## src/hdl/dsleep_consts.svh

```systemverilog
/*
 Offsets, field positions, reset values and timing counts for the
 deep-sleep, soft-reset and PLL-lock slice. Included by bare name.
 Bit positions are LSB-first indices (printed position p -> 31-p).
*/
// What this block does
// - Oscillator-disable bit stops the internal oscillator; clear keeps it running.
// - Sequencer enable lets quiesce request start deep sleep; clear forbids sleep.
// - Deep sleep entered by the sequencer stops every device clock.
// - Oscillator-sleep bit lets sleep stop oscillator; clear keeps it running.
// - Test bit 0 forces quiesce active; 1 passes the core request.
// - Writing 1 to soft-reset bit resets; the bit then clears itself.
// - Lock bit reads 1 once PLL lock detected, else 0.
// - Lost-lock bit set by hardware after lock loss, cleared by write.
// - Window bit: 1 gives 2 VCO periods window, 0 gives 4.
// - Lock after 1024 reference edges all inside the feedback window.
// - In bypass, lock after 1024 oscillator clock rising edges.
// - Lock logic is informational; clocks never wait, no interrupt.
`ifndef DSLEEP_CONSTS_SVH
`define DSLEEP_CONSTS_SVH
`define OSC_CFG_OFF 12'h218
`define SEQ_CFG_OFF 12'h21C
`define SRST_OFF 12'h220
`define LOCK_STA_OFF 12'h224
`define OSC_DIS_BIT 24
`define SLEEP_EN_BIT 24
`define OSC_SLEEP_BIT 16
`define QTEST_BIT 0
`define SRST_BIT 24
`define LOCK_BIT 24
`define LOST_BIT 16
`define WIN_BIT 8
`define OSC_DIS_RST 1'b0
`define SLEEP_EN_RST 1'b1
`define OSC_SLEEP_RST 1'b1
`define QTEST_RST 1'b1
`define WIN_RST 1'b1
`define LOCK_EDGES 1024
`define WIN_SMALL 3'h2
`define WIN_LARGE 3'h4
`define CLK_MHZ 125
`define SRST_MIN_NS 16
`define SRST_CYCLES ((`SRST_MIN_NS * `CLK_MHZ + 999) / 1000)
`define SETTLE_NS 2000
`define SETTLE_CYCLES ((`SETTLE_NS * `CLK_MHZ + 999) / 1000)
`define RESP_OKAY 2'b00
`define RESP_SLVERR 2'b10
`endif

```

## src/hdl/dsleep_pkg.sv

```systemverilog
/*
 Types shared by the deep-sleep slice.
 Assumes nothing of its surroundings.
*/
`default_nettype none
package dsleep_pkg;
   // Gray along run -> gate -> sleep -> settle -> run
   typedef enum logic [1:0] {
      SEQ_RUN = 2'b00,
      SEQ_GATE = 2'b01,
      SEQ_SLEEP = 2'b11,
      SEQ_SETTLE = 2'b10
   } seq_state_type;
   typedef logic [31:0] word_type;
endpackage
`default_nettype wire

```

## src/hdl/sleep_sequencer.sv

```systemverilog
/*
 Deep-sleep clock sequencer: gates clocks on quiesce, may stop the
 oscillator, restarts and settles it on wake.
 Assumes quiesce and wake inputs synchronous to aclk.
*/
`timescale 1ns/100ps
`default_nettype none
`include "dsleep_consts.svh"
module sleep_sequencer
   import dsleep_pkg::*;
#(
   parameter int SETTLE_CYCLES = `SETTLE_CYCLES
) (
   // Clock and reset
   input wire logic aclk,
   input wire logic aresetn,
   // Configuration
   input wire logic sleep_enable,
   input wire logic osc_sleep_enable,
   input wire logic osc_disable,
   // Core handshake
   input wire logic quiesce_req,
   input wire logic wake_req,
   // Clock controls
   output logic clocks_stop,
   output logic osc_enable,
   output logic quiesce_ack
);
   if (SETTLE_CYCLES < 1 || SETTLE_CYCLES > 65535) begin : g_chk
      $error("SETTLE_CYCLES out of range");
   end
   seq_state_type state, next_state;
   logic [15:0] count, next_count;
   logic osc_off, next_osc_off;

   // Next state and clock controls
   always_comb begin
      next_state = state;
      next_count = count;
      case (state)
         SEQ_RUN: begin
            if (sleep_enable && quiesce_req) begin
               next_state = SEQ_GATE;
            end
         end
         SEQ_GATE: next_state = SEQ_SLEEP;
         SEQ_SLEEP: begin
            if (wake_req) begin
               next_state = SEQ_SETTLE;
               // Stopped oscillator needs full settle time
               next_count = osc_off ? 16'(SETTLE_CYCLES) : 16'h0001;
            end
         end
         SEQ_SETTLE: begin
            if (count <= 16'h0001) begin
               next_state = SEQ_RUN;
            end else begin
               next_count = count - 16'h0001;
            end
         end
         default: next_state = SEQ_RUN;
      endcase
      next_osc_off = (next_state == SEQ_SLEEP) && osc_sleep_enable;
   end

   // Registered state and outputs
   always_ff @(posedge aclk) begin
      if (!aresetn) begin
         state <= SEQ_RUN;
         count <= 16'h0000;
         osc_off <= 1'b0;
         clocks_stop <= 1'b0;
         osc_enable <= 1'b1;
         quiesce_ack <= 1'b0;
      end else begin
         state <= next_state;
         count <= next_count;
         osc_off <= next_osc_off;
         clocks_stop <= (next_state != SEQ_RUN);
         osc_enable <= !osc_disable && !next_osc_off;
         quiesce_ack <= (next_state == SEQ_SLEEP);
      end
   end
endmodule
`default_nettype wire

```

## src/hdl/lock_detect.sv

```systemverilog
/*
 PLL lock monitor. Reference, feedback, VCO and oscillator clocks
 arrive as sampled levels; aclk must be fast enough to see each edge.
*/
`timescale 1ns/100ps
`default_nettype none
`include "dsleep_consts.svh"
module lock_detect #(
   parameter int LOCK_EDGES = `LOCK_EDGES
) (
   // Clock and reset
   input wire logic aclk,
   input wire logic aresetn,
   // Sampled PLL clocks
   input wire logic synth_reference_clock,
   input wire logic synth_feedback_clock,
   input wire logic synth_vco_clock,
   input wire logic osc_clock,
   // Mode
   input wire logic pll_bypass,
   input wire logic small_window,
   // Status
   output logic locked,
   output logic lost_pulse
);
   if (LOCK_EDGES < 2 || LOCK_EDGES > 65535) begin : g_chk
      $error("LOCK_EDGES out of range");
   end
   logic [3:0] prev, next_prev;
   logic [2:0] win, next_win;
   logic [15:0] cnt, next_cnt;
   logic next_locked, next_lost;
   logic ref_rise, fb_rise, vco_rise, osc_rise, in_win;

   // Edge detection on sampled levels
   assign ref_rise = synth_reference_clock && !prev[0];
   assign fb_rise = synth_feedback_clock && !prev[1];
   assign vco_rise = synth_vco_clock && !prev[2];
   assign osc_rise = osc_clock && !prev[3];
   assign in_win = fb_rise || (win != 3'h0);

   // Window and edge counting
   always_comb begin
      next_prev = {osc_clock, synth_vco_clock, synth_feedback_clock,
                   synth_reference_clock};
      next_win = win;
      next_cnt = cnt;
      next_locked = locked;
      next_lost = 1'b0;
      if (fb_rise) begin
         next_win = small_window ? `WIN_SMALL : `WIN_LARGE;
      end else if (vco_rise && win != 3'h0) begin
         next_win = win - 3'h1;
      end
      if (pll_bypass) begin
         if (osc_rise && !locked) begin
            next_cnt = cnt + 16'h0001;
            next_locked = (next_cnt == 16'(LOCK_EDGES));
         end
      end else if (ref_rise) begin
         if (in_win) begin
            if (!locked) begin
               next_cnt = cnt + 16'h0001;
               next_locked = (next_cnt == 16'(LOCK_EDGES));
            end
         end else begin
            next_cnt = 16'h0000;
            next_locked = 1'b0;
            next_lost = locked;
         end
      end
   end

   // Registers
   always_ff @(posedge aclk) begin
      if (!aresetn) begin
         prev <= 4'h0;
         win <= 3'h0;
         cnt <= 16'h0000;
         locked <= 1'b0;
         lost_pulse <= 1'b0;
      end else begin
         prev <= next_prev;
         win <= next_win;
         cnt <= next_cnt;
         locked <= next_locked;
         lost_pulse <= next_lost;
      end
   end
endmodule
`default_nettype wire

```

## src/hdl/deep_sleep_reset_pll_monitor.sv

```systemverilog
/*
 Top of the slice: AXI4-Lite register slave, soft-reset pulse, and
 the sleep sequencer and lock monitor instances.
 Assumes a single-master AXI4-Lite bus on aclk; all pins synchronous.
*/
`timescale 1ns/100ps
`default_nettype none
`include "dsleep_consts.svh"
module deep_sleep_reset_pll_monitor
   import dsleep_pkg::*;
#(
   parameter int SRST_CYCLES = `SRST_CYCLES,
   parameter int SETTLE_CYCLES = `SETTLE_CYCLES,
   parameter int LOCK_EDGES = `LOCK_EDGES
) (
   // Clock and reset
   input wire logic aclk,
   input wire logic aresetn,
   // AXI4-Lite write address
   input wire logic [11:0] s_axi_awaddr,
   input wire logic s_axi_awvalid,
   output logic s_axi_awready,
   // AXI4-Lite write data
   input wire logic [31:0] s_axi_wdata,
   input wire logic [3:0] s_axi_wstrb,
   input wire logic s_axi_wvalid,
   output logic s_axi_wready,
   // AXI4-Lite write response
   output logic [1:0] s_axi_bresp,
   output logic s_axi_bvalid,
   input wire logic s_axi_bready,
   // AXI4-Lite read
   input wire logic [11:0] s_axi_araddr,
   input wire logic s_axi_arvalid,
   output logic s_axi_arready,
   output logic [31:0] s_axi_rdata,
   output logic [1:0] s_axi_rresp,
   output logic s_axi_rvalid,
   input wire logic s_axi_rready,
   // Processor core
   input wire logic core_quiesce_req,
   input wire logic wake_req,
   output logic quiesce_ack,
   // Clock controls
   output logic clocks_stop,
   output logic osc_enable,
   output logic soft_reset,
   // PLL monitor inputs
   input wire logic synth_reference_clock,
   input wire logic synth_feedback_clock,
   input wire logic synth_vco_clock,
   input wire logic osc_clock,
   input wire logic pll_bypass,
   output logic pll_locked
);
   if (SRST_CYCLES < 1 || SRST_CYCLES > 255) begin : g_chk
      $error("SRST_CYCLES out of range");
   end

   // True for one of the four mapped words
   function automatic logic mapped(input logic [11:0] a);
      return (a == `OSC_CFG_OFF) || (a == `SEQ_CFG_OFF) ||
             (a == `SRST_OFF) || (a == `LOCK_STA_OFF);
   endfunction

   logic aw_held, next_aw_held, w_held, next_w_held;
   logic [11:0] wr_addr, next_wr_addr;
   word_type wr_data, next_wr_data;
   logic [3:0] wr_strb, next_wr_strb;
   logic next_awready, next_wready, next_bvalid, next_arready, next_rvalid;
   logic [1:0] next_bresp, next_rresp;
   word_type next_rdata, read_word, wr_word;
   logic wr_en;

   logic osc_dis, next_osc_dis;
   logic sleep_en, next_sleep_en;
   logic osc_sleep, next_osc_sleep;
   logic qtest, next_qtest;
   logic win_small, next_win_small;
   logic lost, next_lost, lost_clr;
   logic [7:0] srst_cnt, next_srst_cnt;
   logic next_soft_reset, lost_pulse, qreq;

   // Write happens once address and data are both held
   assign wr_en = aw_held && w_held && !s_axi_bvalid;

   // Register read view; reserved bits read zero
   always_comb begin
      read_word = 32'h00000000;
      case (s_axi_araddr)
         `OSC_CFG_OFF: read_word[`OSC_DIS_BIT] = osc_dis;
         `SEQ_CFG_OFF: begin
            read_word[`SLEEP_EN_BIT] = sleep_en;
            read_word[`OSC_SLEEP_BIT] = osc_sleep;
            read_word[`QTEST_BIT] = qtest;
         end
         `SRST_OFF: read_word[`SRST_BIT] = soft_reset;
         `LOCK_STA_OFF: begin
            read_word[`LOCK_BIT] = pll_locked;
            read_word[`LOST_BIT] = lost;
            read_word[`WIN_BIT] = win_small;
         end
         default: read_word = 32'h00000000;
      endcase
   end

   // Bus handshakes: one write and one read in flight
   always_comb begin
      next_aw_held = aw_held;
      next_w_held = w_held;
      next_wr_addr = wr_addr;
      next_wr_data = wr_data;
      next_wr_strb = wr_strb;
      next_bvalid = s_axi_bvalid;
      next_bresp = s_axi_bresp;
      next_rvalid = s_axi_rvalid;
      next_rdata = s_axi_rdata;
      next_rresp = s_axi_rresp;
      if (s_axi_awvalid && s_axi_awready) begin
         next_aw_held = 1'b1;
         next_wr_addr = s_axi_awaddr;
      end
      if (s_axi_wvalid && s_axi_wready) begin
         next_w_held = 1'b1;
         next_wr_data = s_axi_wdata;
         next_wr_strb = s_axi_wstrb;
      end
      if (s_axi_bvalid && s_axi_bready) begin
         next_bvalid = 1'b0;
      end
      if (wr_en) begin
         next_aw_held = 1'b0;
         next_w_held = 1'b0;
         next_bvalid = 1'b1;
         next_bresp = mapped(wr_addr) ? `RESP_OKAY : `RESP_SLVERR;
      end
      if (s_axi_rvalid && s_axi_rready) begin
         next_rvalid = 1'b0;
      end
      if (s_axi_arvalid && s_axi_arready) begin
         next_rvalid = 1'b1;
         next_rdata = read_word;
         next_rresp = mapped(s_axi_araddr) ? `RESP_OKAY : `RESP_SLVERR;
      end
      // Ready drops while a response is pending
      next_awready = !next_aw_held && !next_bvalid;
      next_wready = !next_w_held && !next_bvalid;
      next_arready = !next_rvalid;
   end

   always_ff @(posedge aclk) begin
      if (!aresetn) begin
         aw_held <= 1'b0;
         w_held <= 1'b0;
         wr_addr <= 12'h000;
         wr_data <= 32'h00000000;
         wr_strb <= 4'h0;
         s_axi_awready <= 1'b0;
         s_axi_wready <= 1'b0;
         s_axi_bvalid <= 1'b0;
         s_axi_bresp <= 2'b00;
         s_axi_arready <= 1'b0;
         s_axi_rvalid <= 1'b0;
         s_axi_rdata <= 32'h00000000;
         s_axi_rresp <= 2'b00;
      end else begin
         aw_held <= next_aw_held;
         w_held <= next_w_held;
         wr_addr <= next_wr_addr;
         wr_data <= next_wr_data;
         wr_strb <= next_wr_strb;
         s_axi_awready <= next_awready;
         s_axi_wready <= next_wready;
         s_axi_bvalid <= next_bvalid;
         s_axi_bresp <= next_bresp;
         s_axi_arready <= next_arready;
         s_axi_rvalid <= next_rvalid;
         s_axi_rdata <= next_rdata;
         s_axi_rresp <= next_rresp;
      end
   end

   // Register updates; only defined fields are stored
   always_comb begin
      wr_word = wr_data & {{8{wr_strb[3]}}, {8{wr_strb[2]}},
                           {8{wr_strb[1]}}, {8{wr_strb[0]}}};
      next_osc_dis = osc_dis;
      next_sleep_en = sleep_en;
      next_osc_sleep = osc_sleep;
      next_qtest = qtest;
      next_win_small = win_small;
      next_srst_cnt = srst_cnt;
      next_soft_reset = soft_reset;
      lost_clr = 1'b0;
      if (wr_en) begin
         case (wr_addr)
            `OSC_CFG_OFF: begin
               if (wr_strb[`OSC_DIS_BIT/8]) begin
                  next_osc_dis = wr_word[`OSC_DIS_BIT];
               end
            end
            `SEQ_CFG_OFF: begin
               if (wr_strb[`SLEEP_EN_BIT/8]) begin
                  next_sleep_en = wr_word[`SLEEP_EN_BIT];
               end
               if (wr_strb[`OSC_SLEEP_BIT/8]) begin
                  next_osc_sleep = wr_word[`OSC_SLEEP_BIT];
               end
               if (wr_strb[`QTEST_BIT/8]) begin
                  next_qtest = wr_word[`QTEST_BIT];
               end
            end
            `SRST_OFF: begin
               if (wr_word[`SRST_BIT] && !soft_reset) begin
                  next_srst_cnt = 8'(SRST_CYCLES);
                  next_soft_reset = 1'b1;
               end
            end
            `LOCK_STA_OFF: begin
               // Lost flag is write-one-to-clear
               lost_clr = wr_word[`LOST_BIT];
               if (wr_strb[`WIN_BIT/8]) begin
                  next_win_small = wr_word[`WIN_BIT];
               end
            end
            default: lost_clr = 1'b0;
         endcase
      end
      // Pulse counts down, then the bit clears itself
      if (soft_reset && !(wr_en && wr_addr == `SRST_OFF)) begin
         if (srst_cnt <= 8'h01) begin
            next_soft_reset = 1'b0;
            next_srst_cnt = 8'h00;
         end else begin
            next_srst_cnt = srst_cnt - 8'h01;
         end
      end
      // A loss in the clearing cycle still wins
      next_lost = lost_pulse || (lost && !lost_clr);
   end

   always_ff @(posedge aclk) begin
      if (!aresetn) begin
         osc_dis <= `OSC_DIS_RST;
         sleep_en <= `SLEEP_EN_RST;
         osc_sleep <= `OSC_SLEEP_RST;
         qtest <= `QTEST_RST;
         win_small <= `WIN_RST;
         lost <= 1'b0;
         srst_cnt <= 8'h00;
         soft_reset <= 1'b0;
      end else begin
         osc_dis <= next_osc_dis;
         sleep_en <= next_sleep_en;
         osc_sleep <= next_osc_sleep;
         qtest <= next_qtest;
         win_small <= next_win_small;
         lost <= next_lost;
         srst_cnt <= next_srst_cnt;
         soft_reset <= next_soft_reset;
      end
   end

   // Test bit low forces quiesce for simulation
   assign qreq = qtest ? core_quiesce_req : 1'b1;

   // Lock status never feeds the sequencer: clocks do not wait
   sleep_sequencer #(
      .SETTLE_CYCLES(SETTLE_CYCLES)
   ) u_seq (
      .aclk(aclk),
      .aresetn(aresetn),
      .sleep_enable(sleep_en),
      .osc_sleep_enable(osc_sleep),
      .osc_disable(osc_dis),
      .quiesce_req(qreq),
      .wake_req(wake_req),
      .clocks_stop(clocks_stop),
      .osc_enable(osc_enable),
      .quiesce_ack(quiesce_ack)
   );

   lock_detect #(
      .LOCK_EDGES(LOCK_EDGES)
   ) u_lock (
      .aclk(aclk),
      .aresetn(aresetn),
      .synth_reference_clock(synth_reference_clock),
      .synth_feedback_clock(synth_feedback_clock),
      .synth_vco_clock(synth_vco_clock),
      .osc_clock(osc_clock),
      .pll_bypass(pll_bypass),
      .small_window(win_small),
      .locked(pll_locked),
      .lost_pulse(lost_pulse)
   );
endmodule
`default_nettype wire

```

## config.mk

```make
export PLATFORM = sky130hd
export DESIGN_NAME = deep_sleep_reset_pll_monitor
export DESIGN_NICKNAME = d
export VERILOG_FILES = /design/src/hdl/dsleep_pkg.sv /design/src/hdl/sleep_sequencer.sv /design/src/hdl/lock_detect.sv /design/src/hdl/deep_sleep_reset_pll_monitor.sv
export VERILOG_INCLUDE_DIRS = /design/src /design/src/hdl
export SDC_FILE = /design/constraint.sdc
export NUM_CORES = 1
export LEC_CHECK = 0
export BUFFER_PORTS_ARGS = -buffer_cell sky130_fd_sc_hd__buf_2
export CORE_MARGIN = 2
export CORE_UTILIZATION = 45
export DETAILED_ROUTE_END_ITERATION = 7
export PLACE_DENSITY = 0.69
export SETUP_SLACK_MARGIN = 0.15
export SLEW_MARGIN = 20
export SYNTH_ARGS = -nofsm -noshare
export SYNTH_HDL_FRONTEND = slang
export SYNTH_SLANG_ARGS = --single-unit
```

## constraint.sdc

```tcl
create_clock -name aclk -period 2.8 [get_ports aclk]
set_input_delay 0.56 -clock aclk [delete_from_list [all_inputs] [get_ports aclk]]
set_output_delay 0.56 -clock aclk [all_outputs]
set_load 0.05 [all_outputs]
```

==> impl_metrics.tcl <==
set metrics [dict create \
    synth_top_area_share_pct 38.9 \
    finClkSkew_ns 0.0119 \
    clk_pin_slew_worst_paths_ns 0.09 \
    crit_type "reg -> reg" \
    cts-resized-gates 0 \
    min_from "synth_reference_clock" \
    start_util_pct 45.5 \
    async_flop_share_pct 0 \
    synth_top_cells_by_count "dfxtp_1, nand2_1, a21boi_0" \
    diodes 0 \
    post-place-cells 762 \
    gp_congestion 0.867 \
    switching_power_mw 1.34 \
    die_width_um 108 \
    routed_wl_um 11000 \
    antenna_left 0 \
    dr.pass1.iters 6 \
    synth_ff_type "dfxtp_1" \
    setup_viol 0 \
    power_density_nw_per_um2 664 \
    p_seq_share_pct 44.9 \
    min_path_type "in -> reg" \
    dieHeight_um 108 \
    rsz0062_at_grt "no" \
    synth_area_leaders "dfxtp_1, nand2_1, a21boi_0" \
    hpwl_um 7980 \
    setup_tns_ns 0 \
    ff2ff_path_depth 5 \
    syn2layout_area_growth_pct 9.34 \
    ys_seq_area_share_pct 38.9 \
    cts_tree "built" \
    drtIter0Drc 254 \
    synth_cell_types 66 \
    clockBufferDepth 2 \
    cp_max_fo 6 \
    post_drt_wl_per_cell_um 14.1 \
    clockPowerShare_pct 23.1 \
    top_usage_layer "met2" \
    crit_arrival_ns 2.59 \
    synth_edf_count 0 \
    viasPerCell 5.45 \
    antenna_found_initial 0 \
    reg2reg_slack_ns 0.47 \
    r2r_end "srst_cnt[6]$_SDFFE_PN0P_" \
    status "completed" \
    cts.sinks 95 \
    drc_errors 0 \
    ys_warn_count 0 \
    grt_max_degree 51 \
    grt_pass1_wl_um 17800 \
    final_layout_size_suffix_gt1_share_pct 14.6 \
    syn_area_per_cell_um2 8.38 \
    clkLatencyLatePin_ns 0.37 \
    use_met2_pct 33.8 \
    critPathLaunchType "flop" \
    p_comb_share_pct 32.0 \
    grt.total_usage_pct 19.2 \
    required_ns 3.06 \
    slew_headroom_pct 56.6 \
    whs_ns 0.394 \
    io_buffers 61 \
    fmaxAchievable_mhz 430 \
    root_buffer "clkbuf_8" \
    final_cell_count_no_fill 778 \
    fin_crit_ns 2.33 \
    num_rows 38 \
    leakage_nw 2.17 \
    period_share_pct 83.1 \
    pin_count 120 \
    slew_violations 0 \
    h-tree-depth 3 \
    cts_setup_buffers 0 \
    synth_largest_area_cell "dfxtp_1" \
    fp.dieArea_um2 11700 \
    pre_cts_ws_ns 0.427 \
    tightest_slew_ns 0.646 \
    vias 4238 \
    hold_viol_final 0 \
    swShare_pct 37.7 \
    synthCells 584 \
    cts_hold_buffers 0 \
    overflow 0 \
    grt_pass1_vias 3869 \
    use_met1_pct 23.0 \
    cts_inserted_buffers 9 \
    coreArea_um2 10700 \
    finalNetCount 714 \
    crit_path_end_kind "flop" \
    irDropWorstVdd_uv 498 \
    netlist_area_um2 4890 \
    setup_slack_ns 0.472 \
    r2r_start "wr_addr[6]$_SDFFE_PN0P_" \
    cellInternalPower_mw 2.21 \
    ys_ff_latch 95 \
    worstHoldEndpoint "u_lock.prev[0]$_SDFF_PN0_" \
    yosysMostFrequentCell "dfxtp_1" \
    min_path_cells 2 \
    maxCapViolations 0 \
    globalRouteMet3Util_pct 3.32 \
]
## worst max path at each step
stage,startpoint,end,slack (ns),cells past startpoint
3_3_place_gp,pll_bypass,u_lock.cnt[6]$_SDFFE_PN0P_,0.51,6
4_1_cts,wr_addr[6]$_SDFFE_PN0P_,srst_cnt[5]$_SDFFE_PN0P_,0.48,5
6_report,wr_addr[6]$_SDFFE_PN0P_,srst_cnt[6]$_SDFFE_PN0P_,0.47,5
2_1_floorplan,u_seq.count[4]$_SDFFE_PN0P_,u_seq.count[1]$_SDFFE_PN0P_,0.65,8
3_5_place_dp,pll_bypass,u_lock.cnt[9]$_SDFFE_PN0P_,0.43,6
5_1_grt,wr_addr[6]$_SDFFE_PN0P_,srst_cnt[2]$_SDFFE_PN0P_,0.35,5
## cell families (layout without fill, tap and decap cells)
kind of cell | Yosys count | in the layout | synth area share, %
AO/OA/AOI/OAI | 138 | 138 | 20.4
XOR/XNOR | 12 | 12 | 2.15
adder cells (fa/ha/maj) | 7 | 7 | 1.79
buffers and inverters | 65 | 90 | 7.75
flip-flops | 95 | 95 | 38.9
multiplexers | 5 | 5 | 1.02
other | 1 | 30 | 0.0767
AND/OR/NAND/NOR | 261 | 261 | 27.9
## layout make-up
class,count,area [um^2]
clock buffers,11,141
multi-input cells,453,2720
repair buffers,67,350
fillers,1058,5400
flip-flops and latches,95,1900
well taps,140,175
inverters,7,26.3
clock inverters,5,33.8
## critical path, cell delays in order (launching register included)
cell and delay [ns]:
dfxtp_1 0.32, nor4_1 0.54, nand4_1 0.35, or2_2 0.41
o211a_1 0.29, a211o_1 0.31
## registers in the layout, indices dropped and copies added, names as in the netlist, 2 cells and up
name         count
s_axi_rdata      4
u_lock.cnt      16
wr_strb          4
u_seq.count     16
u_lock.prev      4
wr_addr         12
srst_cnt         8
u_lock.win       3
u_seq.state      2
wr_data          4
## metal layers
metal / part of all wire, % / wire (um)
met2: 49 / 5430
met5: 0 / 0
met1: 45 / 4950
met3: 3.5 / 383
met4: 2.0 / 215
## layout by cell type (no fill, tap or decap), drive strengths merged, types with 6 or more instances in the layout
cell type,netlist,layout
dfxtp,95,95
nand2,88,88
buf,36,67
a21boi,43,43
nor2,38,38
conb,1,30
o21ai,26,26
nand3,16,16
nor3,15,15
a21oi,15,15
nand4,14,14
or4,11,11
and2,11,11
clkbuf,22,11
nor3b,10,10
o211ai,8,8
and3,8,8
inv,7,7
xnor2,7,7
o211a,7,7
nand3b,7,7
or3,7,7
o31ai,7,7
ha,7,7
nor4,7,7
nand2b,6,6
## through the flow
| stage | utilization, % | area (um^2) | power [mW] |
|---|---|---|---|
| 5_1_grt | 49.8 | 5350 | 3.76 |
| 2_1_floorplan | - | 5000 | 2.55 |
| 3_3_place_gp | 48.1 | 5170 | 2.71 |
| 6_report | 49.8 | 5350 | 3.55 |
| 4_1_cts | 49.8 | 5350 | 3.58 |
| 3_5_place_dp | 48.1 | 5170 | 2.75 |
## power by group through the flow
stage	logic [mW]	clock network (mW)	registers, mW
2_1_floorplan	0.893	0	1.65
3_3_place_gp	1.10	0	1.61
3_5_place_dp	1.12	0	1.62
4_1_cts	1.13	0.854	1.59
5_1_grt	1.25	0.906	1.61
6_report	1.14	0.821	1.60
(Power assumes the default switching activity.)
